**src/rtl/scc_pkg.sv**
```systemverilog
/*
  scc_pkg: shared constants for the stepper chopper and current block.
  Assumes a 200 MHz system clock; the parameter numbers are those used on
  the command interface.
*/
package scc_pkg;

  // ----------------------------------------------------------------------
  // parameter numbers on the command interface
  // ----------------------------------------------------------------------
  localparam logic [7:0] PN_RAMP_TIME    = 8'h1f;
  localparam logic [7:0] PN_DWELL_WIDTH  = 8'h20;
  localparam logic [7:0] PN_DWELL_SENS   = 8'h21;
  localparam logic [7:0] PN_REL_BASE     = 8'h7f;
  localparam logic [7:0] PN_USTEP        = 8'h8c;
  localparam logic [7:0] PN_BLANK        = 8'ha2;
  localparam logic [7:0] PN_CTO_MODE     = 8'ha3;
  localparam logic [7:0] PN_FD_CMP_OFF   = 8'ha4;
  localparam logic [7:0] PN_HYST_END     = 8'ha5;
  localparam logic [7:0] PN_HYST_START   = 8'ha6;
  localparam logic [7:0] PN_OFF_TIME     = 8'ha7;
  localparam logic [7:0] PN_CUR_FLOOR    = 8'ha8;
  localparam logic [7:0] PN_DEC_RATE     = 8'ha9;
  localparam logic [7:0] PN_LOAD_HYST    = 8'haa;
  localparam logic [7:0] PN_INC_SIZE     = 8'hab;
  localparam logic [7:0] PN_LOAD_LOWER   = 8'hac;
  localparam logic [7:0] PN_ACT_SCALE    = 8'hb4;

  // ----------------------------------------------------------------------
  // field limits and reset values
  // ----------------------------------------------------------------------
  localparam logic [3:0] USTEP_MAX       = 4'h8;
  localparam logic [3:0] HSTART_MAX      = 4'h8;
  localparam logic [1:0] REL_BASE_MAX    = 2'h2;
  localparam logic [3:0] USTEP_RST       = 4'h8;
  localparam logic [1:0] BLANK_RST       = 2'h2;
  localparam logic [4:0] SCALE_FULL      = 5'h1f;

  // relative move base codes
  localparam logic [1:0] REL_PREV_TARGET = 2'h0;
  localparam logic [1:0] REL_ACTUAL      = 2'h1;

  // ----------------------------------------------------------------------
  // timing
  // ----------------------------------------------------------------------
  localparam int CLK_PERIOD_NS   = 5;
  localparam int RAMP_UNIT_NS    = 163840000;  // 0.16384 s per ramp unit
  localparam int RAMP_UNIT_CYC   = RAMP_UNIT_NS / CLK_PERIOD_NS;
  localparam int RAMP_LEVELS     = 32;
  localparam logic [9:0] OFF_BASE      = 10'h00c;  // 12 clocks
  localparam logic [9:0] OFF_MIN       = 10'h040;  // 64 clocks
  localparam int OFF_SHIFT       = 5;              // times 32
  localparam int FAST_SHIFT      = 5;              // fast decay unit 32 clocks
  localparam int LOAD_SHIFT      = 5;              // thresholds times 32
  // blanking lengths in clocks per 2-bit code
  localparam logic [9:0] BLANK_CYC [4] = '{10'h010, 10'h018, 10'h024, 10'h036};

  typedef enum logic [1:0] {SCC_IDLE, SCC_ON, SCC_FAST, SCC_OFF} scc_chop_t;

endpackage

```
**src/rtl/scc_chopper_current.sv**
```systemverilog
/*
  scc_chopper_current: command-set parameters, standstill power-down ramp,
  constant-dwell load check, relative target, microstep decode, chopper
  sequencer and load-adaptive current scale.
  Assumes all inputs are synchronous to clock and the command port is
  driven by a single host issuing one access at a time.
*/
// Functional notes
// - standstill ramp: 4-bit field, 0.16384 s units
// - ramp starts after rest plus settling delay
// - 10-bit reference pulse width for dwell load
// - stall sensitivity 0..255, higher is more sensitive
// - relative move base: target, actual, encoder
// - microsteps per full step is two to code
// - comparator masked for coded blanking interval
// - mode bit: 0 hysteresis, 1 constant off-time
// - comparator-disable ends fast decay by time only
// - shared field: hysteresis end or fast decay
// - shared field: hysteresis start or sine offset
// - off phase 12 plus 32 times setting, min 64
// - off-time zero disables every bridge transistor
// - current floor half or quarter of run scale
// - decrement after 32, 8, 2 or 1 high readings
// - upper threshold is (lower plus hysteresis plus one) times 32
// - increment by 1, 2, 4 or 8 per low reading
// - lower load threshold from own 4-bit setting
// - adaptive scale kept between floor and run scale
`timescale 1ns/100ps
`default_nettype none

module scc_chopper_current #(
  parameter logic [31:0] RAMP_STEP_CYCLES = 32'(scc_pkg::RAMP_UNIT_CYC / scc_pkg::RAMP_LEVELS),
  parameter logic [15:0] SETTLE_CYCLES    = 16'h1000
) (
  // clock and reset
  input  wire logic                 clock,
  input  wire logic                 sys_rst,
  // command port
  input  wire logic                 param_wr,
  input  wire logic                 param_rd,
  input  wire logic [7:0]           param_num,
  input  wire logic [31:0]          param_wdata,
  output logic      [31:0]          param_rdata,
  output logic                      param_ack,
  output logic                      param_err,
  // motion status and standstill current
  input  wire logic                 motor_standstill,
  input  wire logic [4:0]           hold_scale,
  output logic      [4:0]           standstill_level,
  // constant-dwell load check
  input  wire logic                 dwell_mode,
  input  wire logic                 step_pulse,
  output logic                      dwell_stall,
  // relative move
  input  wire logic                 relative_move_command,
  input  wire logic [31:0]          rel_distance,
  input  wire logic [31:0]          actual_position,
  input  wire logic [31:0]          encoder_position,
  output logic      [31:0]          move_target,
  output logic                      move_target_valid,
  // microstep and chopper
  output logic      [8:0]           microsteps_per_full,
  input  wire logic                 current_above,
  output logic                      bridge_enable,
  output logic                      bridge_fast_decay,
  output logic                      bridge_slow_decay,
  output logic                      comparator_masked,
  output logic      [4:0]           hysteresis_level,
  output logic      [3:0]           sine_offset,
  // adaptive current
  input  wire logic [4:0]           run_current_scale,
  input  wire logic                 load_valid,
  input  wire logic [9:0]           load_value,
  output logic      [4:0]           actual_current_scale
);
  import scc_pkg::*;

  // ----------------------------------------------------------------------
  // helpers
  // ----------------------------------------------------------------------
  // off phase length, clamped to the minimum
  function automatic logic [9:0] off_cycles(input logic [3:0] t);
    logic [9:0] n;
    n = OFF_BASE + (10'(t) << OFF_SHIFT);
    return (n < OFF_MIN) ? OFF_MIN : n;
  endfunction

  // lower end of the adaptive range
  function automatic logic [4:0] scale_floor(input logic [4:0] run, input logic sel);
    return sel ? (run >> 2) : (run >> 1);
  endfunction

  // ----------------------------------------------------------------------
  // state
  // ----------------------------------------------------------------------
  typedef struct packed {
    logic [3:0]  ramp_time;
    logic [9:0]  dwell_width;
    logic [7:0]  dwell_sens;
    logic [1:0]  rel_base;
    logic [3:0]  ustep;
    logic [1:0]  blank;
    logic        cto_mode;
    logic        fd_cmp_off;
    logic [3:0]  hyst_end;
    logic [3:0]  hyst_start;
    logic [3:0]  chopper_off_time;
    logic        cur_floor;
    logic [1:0]  dec_rate;
    logic [3:0]  load_hyst;
    logic [1:0]  inc_size;
    logic [3:0]  load_lower;
    logic [31:0] rdata;
    logic        ack;
    logic        err;
    logic [15:0] settle_cnt;
    logic [31:0] ramp_cnt;
    logic [4:0]  pd_level;
    scc_chop_t   chop;
    logic [9:0]  chop_cnt;
    logic [15:0] dw_cnt;
    logic [7:0]  dw_over;
    logic        stall;
    logic [4:0]  act_scale;
    logic [5:0]  dec_cnt;
    logic [31:0] target;
    logic        target_vld;
  } scc_state_t;

  scc_state_t s_reg;
  scc_state_t s_next;

  // derived decodes shared by logic and checks
  logic [9:0] blank_len;
  logic [9:0] off_len;
  logic [9:0] fast_len;
  logic [9:0] lower_thr;
  logic [9:0] upper_thr;
  logic [4:0] floor_scale;
  logic [5:0] dec_need;
  logic [4:0] inc_step;
  logic [31:0] ramp_interval;

  // ----------------------------------------------------------------------
  // decodes of the stored settings
  // ----------------------------------------------------------------------
  assign blank_len     = BLANK_CYC[s_reg.blank];
  assign off_len       = off_cycles(s_reg.chopper_off_time);
  assign fast_len      = 10'(s_reg.hyst_end) << FAST_SHIFT;
  assign lower_thr     = 10'(s_reg.load_lower) << LOAD_SHIFT;
  assign upper_thr     = (10'(s_reg.load_lower) + 10'(s_reg.load_hyst) + 10'h001)
                         << LOAD_SHIFT;
  assign floor_scale   = scale_floor(run_current_scale, s_reg.cur_floor);
  assign dec_need      = (&s_reg.dec_rate) ? 6'h01 : 6'h20 >> {s_reg.dec_rate, 1'b0};
  assign inc_step      = 5'h01 << s_reg.inc_size;
  assign ramp_interval = 32'(s_reg.ramp_time) * RAMP_STEP_CYCLES;

  // ----------------------------------------------------------------------
  // next-state logic
  // ----------------------------------------------------------------------
  always_comb begin
    logic [5:0] up_sum;
    logic [31:0] base;
    up_sum = 6'h00;
    base   = 32'h0;
    s_next = s_reg;
    s_next.ack        = 1'b0;
    s_next.err        = 1'b0;
    s_next.target_vld = 1'b0;

    // command port; out-of-range rel_base, ustep and hyst_start writes are refused and leave the field; other fields keep the low bits
    if (param_wr) begin
      s_next.ack = 1'b1;
      unique case (param_num)
        PN_RAMP_TIME:   s_next.ramp_time   = param_wdata[3:0];
        PN_DWELL_WIDTH: s_next.dwell_width = param_wdata[9:0];
        PN_DWELL_SENS:  s_next.dwell_sens  = param_wdata[7:0];
        PN_REL_BASE: begin
          if (param_wdata[1:0] > REL_BASE_MAX || param_wdata[31:2] != '0) s_next.err = 1'b1;
          else s_next.rel_base = param_wdata[1:0];
        end
        PN_USTEP: begin
          if (param_wdata[3:0] > USTEP_MAX || param_wdata[31:4] != '0) s_next.err = 1'b1;
          else s_next.ustep = param_wdata[3:0];
        end
        PN_BLANK:       s_next.blank       = param_wdata[1:0];
        PN_CTO_MODE:    s_next.cto_mode    = param_wdata[0];
        PN_FD_CMP_OFF:  s_next.fd_cmp_off  = param_wdata[0];
        PN_HYST_END:    s_next.hyst_end    = param_wdata[3:0];
        PN_HYST_START: begin
          if (param_wdata[3:0] > HSTART_MAX || param_wdata[31:4] != '0) s_next.err = 1'b1;
          else s_next.hyst_start = param_wdata[3:0];
        end
        PN_OFF_TIME:    s_next.chopper_off_time        = param_wdata[3:0];
        PN_CUR_FLOOR:   s_next.cur_floor   = param_wdata[0];
        PN_DEC_RATE:    s_next.dec_rate    = param_wdata[1:0];
        PN_LOAD_HYST:   s_next.load_hyst   = param_wdata[3:0];
        PN_INC_SIZE:    s_next.inc_size    = param_wdata[1:0];
        PN_LOAD_LOWER:  s_next.load_lower  = param_wdata[3:0];
        default:        s_next.err         = 1'b1;  // unknown or read-only
      endcase
    end else if (param_rd) begin
      s_next.ack   = 1'b1;
      s_next.rdata = 32'h0;
      unique case (param_num)
        PN_RAMP_TIME:   s_next.rdata[3:0] = s_reg.ramp_time;
        PN_DWELL_WIDTH: s_next.rdata[9:0] = s_reg.dwell_width;
        PN_DWELL_SENS:  s_next.rdata[7:0] = s_reg.dwell_sens;
        PN_REL_BASE:    s_next.rdata[1:0] = s_reg.rel_base;
        PN_USTEP:       s_next.rdata[3:0] = s_reg.ustep;
        PN_BLANK:       s_next.rdata[1:0] = s_reg.blank;
        PN_CTO_MODE:    s_next.rdata[0]   = s_reg.cto_mode;
        PN_FD_CMP_OFF:  s_next.rdata[0]   = s_reg.fd_cmp_off;
        PN_HYST_END:    s_next.rdata[3:0] = s_reg.hyst_end;
        PN_HYST_START:  s_next.rdata[3:0] = s_reg.hyst_start;
        PN_OFF_TIME:    s_next.rdata[3:0] = s_reg.chopper_off_time;
        PN_CUR_FLOOR:   s_next.rdata[0]   = s_reg.cur_floor;
        PN_DEC_RATE:    s_next.rdata[1:0] = s_reg.dec_rate;
        PN_LOAD_HYST:   s_next.rdata[3:0] = s_reg.load_hyst;
        PN_INC_SIZE:    s_next.rdata[1:0] = s_reg.inc_size;
        PN_LOAD_LOWER:  s_next.rdata[3:0] = s_reg.load_lower;
        PN_ACT_SCALE:   s_next.rdata[4:0] = s_reg.act_scale;
        default:        s_next.err        = 1'b1;
      endcase
    end

    // standstill ramp; any motion restores full level at once
    if (!motor_standstill) begin
      s_next.settle_cnt = 16'h0;
      s_next.ramp_cnt   = 32'h0;
      s_next.pd_level   = SCALE_FULL;
    end else if (s_reg.settle_cnt < SETTLE_CYCLES) begin
      s_next.settle_cnt = s_reg.settle_cnt + 16'h1;
    end else if (s_reg.pd_level > hold_scale) begin
      if (s_reg.ramp_time == 4'h0) begin
        s_next.pd_level = hold_scale;
      end else if (s_reg.ramp_cnt >= ramp_interval - 32'h1) begin
        s_next.ramp_cnt = 32'h0;
        s_next.pd_level = s_reg.pd_level - 5'h1;
      end else begin
        s_next.ramp_cnt = s_reg.ramp_cnt + 32'h1;
      end
    end

    // dwell load check: a step period longer than the reference is a
    // heavy-load reading; enough in a row flags a stall
    if (!dwell_mode) begin
      s_next.dw_cnt  = 16'h0;
      s_next.dw_over = 8'h0;
    end else if (step_pulse) begin
      s_next.dw_cnt = 16'h0;
      if (s_reg.dw_cnt > 16'(s_reg.dwell_width)) begin
        if (s_reg.dw_over != 8'hff) s_next.dw_over = s_reg.dw_over + 8'h1;
      end else begin
        s_next.dw_over = 8'h0;
      end
    end else if (s_reg.dw_cnt != 16'hffff) begin
      s_next.dw_cnt = s_reg.dw_cnt + 16'h1;
    end
    s_next.stall = dwell_mode && (s_reg.dwell_sens != 8'h0)
                   && (s_reg.dw_over > (8'hff - s_reg.dwell_sens));

    // relative target from the selected base
    if (relative_move_command) begin
      unique case (s_reg.rel_base)
        REL_PREV_TARGET: base = s_reg.target;
        REL_ACTUAL:      base = actual_position;
        default:         base = encoder_position;
      endcase
      s_next.target     = base + rel_distance;
      s_next.target_vld = 1'b1;
    end

    // chopper sequencer
    unique case (s_reg.chop)
      SCC_IDLE: begin
        s_next.chop_cnt = 10'h0;
        if (s_reg.chopper_off_time != 4'h0) s_next.chop = SCC_ON;
      end
      SCC_ON: begin
        if (s_reg.chop_cnt < blank_len) s_next.chop_cnt = s_reg.chop_cnt + 10'h1;
        if (s_reg.chop_cnt >= blank_len && current_above) begin
          s_next.chop_cnt = 10'h0;
          if (s_reg.cto_mode && s_reg.hyst_end != 4'h0) s_next.chop = SCC_FAST;
          else s_next.chop = SCC_OFF;
        end
      end
      SCC_FAST: begin
        s_next.chop_cnt = s_reg.chop_cnt + 10'h1;
        if (s_reg.chop_cnt >= fast_len - 10'h1
            || (!s_reg.fd_cmp_off && !current_above)) begin
          s_next.chop_cnt = 10'h0;
          s_next.chop     = SCC_OFF;
        end
      end
      SCC_OFF: begin
        s_next.chop_cnt = s_reg.chop_cnt + 10'h1;
        if (s_reg.chop_cnt >= off_len - 10'h1) begin
          s_next.chop_cnt = 10'h0;
          s_next.chop     = SCC_ON;
        end
      end
    endcase
    if (s_reg.chopper_off_time == 4'h0) begin
      s_next.chop     = SCC_IDLE;
      s_next.chop_cnt = 10'h0;
    end

    // adaptive current scale
    if (load_valid) begin
      if (load_value < lower_thr) begin
        up_sum         = 6'(s_reg.act_scale) + 6'(inc_step);
        s_next.act_scale = (up_sum > 6'(run_current_scale)) ? run_current_scale
                                                             : up_sum[4:0];
        s_next.dec_cnt = 6'h0;
      end else if (load_value > upper_thr) begin
        if (s_reg.dec_cnt + 6'h1 >= dec_need) begin
          s_next.dec_cnt   = 6'h0;
          s_next.act_scale = (s_reg.act_scale > floor_scale) ? s_reg.act_scale - 5'h1
                                                             : floor_scale;
        end else begin
          s_next.dec_cnt = s_reg.dec_cnt + 6'h1;
        end
      end
    end
    // the run scale may move under us; keep within range every cycle
    if (s_next.act_scale > run_current_scale) s_next.act_scale = run_current_scale;
    if (s_next.act_scale < floor_scale) s_next.act_scale = floor_scale;

    if (sys_rst) begin
      s_next            = '0;
      s_next.ustep      = USTEP_RST;
      s_next.blank      = BLANK_RST;
      s_next.pd_level   = SCALE_FULL;
      s_next.act_scale  = SCALE_FULL;
      s_next.chop       = SCC_IDLE;
    end
  end

  // state register
  always_ff @(posedge clock) begin
    s_reg <= s_next;
  end

  // ----------------------------------------------------------------------
  // outputs
  // ----------------------------------------------------------------------
  assign param_rdata          = s_reg.rdata;
  assign param_ack            = s_reg.ack;
  assign param_err            = s_reg.err;
  assign standstill_level     = s_reg.pd_level;
  assign dwell_stall          = s_reg.stall;
  assign move_target          = s_reg.target;
  assign move_target_valid    = s_reg.target_vld;
  assign microsteps_per_full  = 9'h001 << s_reg.ustep;
  // with off-time zero the sequencer is idle and every transistor is off
  assign bridge_enable        = (s_reg.chop != SCC_IDLE);
  assign bridge_fast_decay    = (s_reg.chop == SCC_FAST);
  assign bridge_slow_decay    = (s_reg.chop == SCC_OFF);
  assign comparator_masked    = (s_reg.chop != SCC_ON) || (s_reg.chop_cnt < blank_len);
  // hysteresis start is an offset on top of the end value
  assign hysteresis_level     = s_reg.cto_mode ? 5'h00
                                : 5'(s_reg.hyst_end) + 5'(s_reg.hyst_start);
  assign sine_offset          = s_reg.cto_mode ? s_reg.hyst_start : 4'h0;
  assign actual_current_scale = s_reg.act_scale;
endmodule

`default_nettype wire

```
**config.mk**
```make
export PLATFORM = sky130hd
export DESIGN_NAME = scc_chopper_current
export DESIGN_NICKNAME = d
export VERILOG_FILES = /design/src/rtl/scc_pkg.sv /design/src/rtl/scc_chopper_current.sv
export SDC_FILE = /design/constraint.sdc
export NUM_CORES = 1
export LEC_CHECK = 0
export BUFFER_PORTS_ARGS = -buffer_cell sky130_fd_sc_hd__buf_2
export CORE_UTILIZATION = 60
export CTS_CLUSTER_SIZE = 10
export DETAILED_ROUTE_END_ITERATION = 10
export GPL_TIMING_DRIVEN = 0
export PLACE_DENSITY_LB_ADDON = 0.2
export SETUP_SLACK_MARGIN = 0.05
export SYNTH_ARGS = -nofsm -noshare
export SYNTH_HDL_FRONTEND = slang
export SYNTH_SLANG_ARGS = --single-unit
```
**constraint.sdc**
```tcl
create_clock -name clock -period 8.15 [get_ports clock]
set_input_delay 0.4075 -clock clock [delete_from_list [all_inputs] [get_ports clock]]
set_output_delay 0.4075 -clock clock [all_outputs]
set_load 0.01 [all_outputs]
```
# Word-level counts from Yosys, hierarchy flattened
# Index checks and enable logic that the tools add are counted.
# Widths: inputs -> output; s select.
[word_totals]
reg_bits = 203
input_bits = 166
output_inout_bits = 100
wordCells = 208
[op_classes]
addsub = 18
mul = 1
n_lt_le_gt_ge = 20
n_eq_ne = 30
shift = 3
n_mux = 44
bitwise = 8
reduce_logical = 53
[ops]
columns = ["operator", "count"]
rows = [
  ["$eq 8x8->1 const B", 13],
  ["$mux 32", 2],
  ["$pmux 32 s2", 1],
  ["$pmux 12 s4", 1],
  ["$mux 10", 4],
  ["$mux 5", 8],
  ["$mux 12", 3],
  ["$reduce_and 2->1", 17],
  ["$mux 11", 3],
  ["$add 16x1->16 const B", 2],
  ["$add 32x1->32 const B", 1],
  ["$add 32x32->32", 1],
  ["$ge 32x32->1", 1],
  ["$ge 10x10->1", 3],
  ["$reduce_bool 30->1", 1],
  ["$reduce_bool 28->1", 1],
  ["$sub 24x1->25 const B", 1],
  ["$bmux 10 s2", 1],
  ["$pmux 2 s10", 1],
  ["$pmux 1 s17", 1],
  ["$reduce_or 17->1", 1],
  ["$eq 8x6->1 const B", 2],
  ["$gt 16x10->1", 1],
  ["$lt 16x13->1 const B", 1],
  ["other kinds (60)", 106],
]

# Depth between registers and ports, before layout
[logic_depth]
depth_word = 11
mapped_depth = 29
mapped_depth_nobuf = 28

# Least setup slack after synthesis
# Ideal clock, no wire load.
[synth_path]
path_kind = "reg2reg"
startpoint = "register s_reg[172] in the netlist's numbering"
endpoint = "register s_reg, in the netlist actual_current_scale[3]"
arrival_ps = 5407
required_time_ps = 8027
setup_slack_ps = 2620
stages_incl_launch_ff = 29
path_buffers = 1
cell_sequence = "dfxtp_1 nor2_1 ha_1 fa_1 a21o_1 a21oi_1 xnor2_1 ha_1 a21oi_1 o31a_1 nor2_1 a211oi_1 o21ai_0 o21a_1 ha_1 nor2b_1 o21a_1 o21ai_0 a21o_1 buf_1 and2_1 o21ai_0 and2_1 ha_1 a21o_1 a21oi_1 o211ai_1 a21oi_2 mux2_1"
[synth_between]
elab_chain_len = 10
[synth_lines]
columns = ["element", "line", "source"]
rows = [
  ["start: declaration", "scc_chopper_current.sv:130", "scc_state_t s_reg;"],
  ["start signal: assignment", "scc_chopper_current.sv:342", "s_reg <= s_next;"],
  ["$shl 1x2->5 (*)", "scc_chopper_current.sv:155", "assign inc_step = 5'h01 << s_reg.inc_size;"],
  ["$add 5x5->6 (*)", "scc_chopper_current.sv:312", "up_sum = 6'(s_reg.act_scale) + 6'(inc_step);"],
  ["$gt 6x5->1", "scc_chopper_current.sv:313", "s_next.act_scale = (up_sum > 6'(run_current_scale)) ? run_current_scale"],
  ["$mux 5 (*)", "scc_chopper_current.sv:313", ""],
  ["$mux 11 (*)", "scc_chopper_current.sv:311", "if (load_value < lower_thr) begin"],
  ["$mux 11 (*)", "scc_chopper_current.sv:310", "if (load_valid) begin"],
  ["$gt 5x5->1", "scc_chopper_current.sv:327", "if (s_next.act_scale > run_current_scale) s_next.act_scale = run_current_scale;"],
  ["$mux 5 (*)", "scc_chopper_current.sv:327", ""],
  ["$lt 5x4->1", "scc_chopper_current.sv:328", "if (s_next.act_scale < floor_scale) s_next.act_scale = floor_scale;"],
  ["$mux 5 (*)", "scc_chopper_current.sv:328", ""],
]
# Every way passes the cells marked *; elsewhere a longest branch is shown, timed or not.
# A chain may end at the register's enable or synchronous reset.

# Worst setup path after layout
[layout_path]
startpoint = "register s_reg, in the netlist lower_thr[5]"
endpoint = "register s_reg, in the netlist actual_current_scale[3]"
[layout_between]
elab_chain_len = 10
word_cells_on_any_way = 11
classes_between = "add/sub: 2; order compare: 4; mux: 5"
[layout_lines]
columns = ["element", "line", "source"]
rows = [
  ["$add 4x4->5", "scc_chopper_current.sv:151", "assign upper_thr = (10'(s_reg.load_lower) + 10'(s_reg.load_hyst) + 10'h001)"],
  ["$add 5x1->5", "scc_chopper_current.sv:151", ""],
  ["$gt 10x10->1", "scc_chopper_current.sv:316", "end else if (load_value > upper_thr) begin"],
  ["$mux 11", "scc_chopper_current.sv:316", ""],
  ["$mux 11 (*)", "scc_chopper_current.sv:311", ""],
  ["$mux 11 (*)", "scc_chopper_current.sv:310", ""],
  ["$gt 5x5->1", "scc_chopper_current.sv:327", ""],
  ["$mux 5 (*)", "scc_chopper_current.sv:327", ""],
  ["$lt 5x4->1", "scc_chopper_current.sv:328", ""],
  ["$mux 5 (*)", "scc_chopper_current.sv:328", ""],
]
# Every way passes the cells marked *; elsewhere a longest branch is shown, timed or not. The select of a mux whose other input is x is not followed.

==> results.py <==
metrics = {
    "run_status": {
        "outcome": "completed",
    },
    "critical_path": {
        "crit_arrival_ps": 6980,
        "cpLargestDelayFamily": "compound AO/OA/AOI/OAI gates",
        "worstSetupPathType": "flip-flop to flip-flop",
        "path_common_cell": "ha_1",
        "crit_buf_inv": 3,
        "slowest_delay_ps": 460,
        "crit_required_ps": 8560,
        "cp_max_fo": 10,
        "end_kind": "flip-flop",
        "worst_setup_path_start_kind": "flip-flop",
        "slowest_stage": "a21boi_1",
    },
    "clocking": {
        "post_cts_buffers": 0,
        "clk_pin_slew_worst_paths_ps": 60,
        "cts_buffers": 25,
        "cts_buffer_depth": 3,
        "cts_hold_buf": 0,
        "h-tree-depth": 1,
        "clockRootBuffer": "clkbuf_16",
        "clkSinkCount": 203,
        "cts.repair.resized": 0,
        "insertion_delay_ps": 540,
        "cts_tree": "yes",
    },
    "global_routing": {
        "grt_pass1_wl_um": 71500,
        "antenna_found_initial": 0,
        "grt-ovfl-total": 0,
        "grt_max_degree": 13,
        "grt_use_total_pct": 32.8,
        "grt_pass1_vias": 14500,
    },
    "timing": {
        "clock.fmax_mhz": 152,
        "finalMaxSlewViolations": 0,
        "tns_ps": 0,
        "slew_headroom_pct": 31.6,
        "hold_viol": 0,
        "tightest_slew_ps": 1020,
        "rsz0062_at_grt": "false",
        "fin_worst_skew_ps": 21.2,
        "period_share_pct": 80.7,
        "period_needed_ps": 6570,
        "fin_ws_ps": 1580,
        "finalSetupViolCount": 0,
    },
    "logic_synthesis": {
        "synth_compound_gate_area_share_pct": 18.5,
        "synth.avg_cell_area_um2": 7.95,
        "ys_types": 92,
        "synth_top_family_by_area": "simple AND/OR/NAND/NOR gates",
        "synth_largest_area_cell": "dfxtp_1",
        "yosys_warnings": 0,
        "synth_seq_cells": 203,
        "synthMuxAreaShare_pct": 4.99,
        "synthTopCellsByArea": "dfxtp_1 26%, ha_1 13%, nand2_1 4.9%",
        "seq_area_frac_synth_pct": 25.9,
        "yosys-top-cells-count": "206 x nand2_1, 203 x dfxtp_1, 178 x nor2_1",
        "synth_edf_count": 0,
        "synth_ff_type": "dfxtp_1",
        "netlist_instances": 1976,
        "synth-simple-area-share_pct": 24.4,
        "async_flop_share_pct": 0,
        "syn_area_mm2": 0.0157,
        "synth_fa_ha_area_share_pct": 13.9,
        "synth_xor_area_share_pct": 5.13,
        "synth_most_common_cell": "nand2_1",
        "yosysTopAreaCellShare_pct": 25.9,
    },
    "route": {
        "wl_um": 45100,
        "vias": 15700,
        "drc": 0,
        "wl_per_cell_um": 17.3,
        "viasPerCell": 6.03,
        "final_antenna_net_count": 0,
        "initialDrtViolationCount": 1424,
        "drt-pass1-iter-count": 6,
    },
    "placed_design": {
        "dp_cells": 2567,
        "place.port_buffers": 240,
        "place_area_mm2": 0.0174,
        "preCtsSetupSlack_ps": 1760,
        "dp.final_hpwl_um": 34700,
        "finalWeightedCongestion": 0.987,
    },
    "final_layout": {
        "largest_reg_flops": 139,
        "drive_gt1_share_pct": 17.6,
        "final_cells": 2603,
        "fillers": 2112,
        "post-route-cell-area_mm2": 0.0181,
        "nNetsFinal": 2598,
        "area_growth_pct": 15.3,
    },
    "floorplan": {
        "core_mm2": 0.0255,
        "initial_core_util_pct": 61.7,
        "ios": 266,
        "die-area_mm2": 0.0268,
        "die_height_um": 164,
        "rows": 58,
        "die_w_um": 164,
    },
    "power": {
        "total_power_mw": 3.08,
        "cellLeakagePower_nw": 8.08,
        "cellPowerDensity_mw_per_mm2": 170,
        "peakVddDrop_mv": 0.164,
    },
    "hold_path": {
        "hp-class": "input port to flip-flop",
    },
    "run": {
        "maxCapViolCount": 0,
    },
}
## cells in the final DEF, fill, tap and decap left out, types with 7 or more instances in the layout
master     instances
inv_1             73
nand4_1           27
ha_1             157
a21oi_1          141
nand2b_1          22
and2_1            25
nand3b_1           7
nor3_1            43
o22ai_1            9
nor4_1            18
or3_1             24
a21o_1            36
o211ai_1          12
a22oi_1            9
xor2_1            59
nor2b_1           16
a31oi_1           18
o21ai_1            8
dfxtp_1          203
xnor2_1           33
a211oi_1          23
buf_4             74
buf_1              7
mux2i_1           75
o21a_1            22
nor4_2             7
clkbuf_1          57
fa_1              11
nand2_1          206
and4_1            10
and3_1            29
conb_1            23
nand3_1          106
clkbuf_16         25
nor2_1           178
buf_2            249
o21ai_0           88
## power breakdown
| part | total, mW | internal [mW] | switching, mW |
|---|---|---|---|
| registers | 1.10 | 1.03 | 0.0692 |
| logic | 0.971 | 0.437 | 0.534 |
| clock network | 1.01 | 0.585 | 0.421 |
| total | 3.08 | 2.05 | 1.02 |
## cell families (layout without fill, tap and decap cells)
logic type / count (synthesis) / in the layout
and+or+nand+nor: 764 / 764
muxes: 78 / 78
other: 2 / 24
xor gates and xnor gates: 92 / 92
buffers and inverters: 219 / 494
DFF: 203 / 203
adders and majority gates: 168 / 168
AOI/OAI and AO/OA: 450 / 450
## layout make-up
| type | count | area (µm²) | share of cell area [%] |
|---|---|---|---|
| diodes | 1 | 2.50 | 0.0138 |
| plain buffers | 146 | 852 | 4.70 |
| clock buffers | 32 | 692 | 3.82 |
| clock inverters | 3 | 18.8 | 0.104 |
| inverters | 73 | 274 | 1.51 |
| multi-input cells | 1575 | 10600 | 58.5 |
| flip-flops and latches | 203 | 4060 | 22.4 |
| well taps | 330 | 413 | 2.28 |
| repair buffers | 240 | 1200 | 6.63 |
## per-stage QoR
stage          hold WS (ps)  util [%]
2_1_floorplan           432         -
3_3_place_gp            444      68.3
3_5_place_dp            447      68.3
4_1_cts                 142      71.1
5_1_grt                 164      71.1
6_report                147      71.1
## worst register-to-register path: cells and delay by family, from the launching register on
kind                       cells  cell delay [ps]
AOI/OAI and AO/OA             13             2730
adders and majority gates      5             1320
DFF                            1              390
and+or+nand+nor                6             1120
muxes                          1              340
buffers and inverters          3              510
## metal layers
layer,GRT usage (%),up-vias,routed length (µm)
met2,55.2,665,21000
met1,42.4,7315,19200
li1,-,7597,-
met5,0,-,0
met3,4.60,114,3510
met4,12.0,0,1430
## worst paths after layout
path                                                 from                            endpoint  slack [ps]  cells after the start
worst max-delay path            lower_thr[5]$_SDFFE_PP0P_  actual_current_scale[3]$_SDFF_PP1_        1580                     28
worst min-delay path                       param_wdata[5]             s_reg[208]$_SDFFE_PP0P_         150                      3
worst max register to register  lower_thr[5]$_SDFFE_PP0P_  actual_current_scale[3]$_SDFF_PP1_        1580                     28
worst min register to register    s_reg[217]$_SDFFE_PP0P_             s_reg[217]$_SDFFE_PP0P_         450                      2
(Power assumes the default switching activity.)
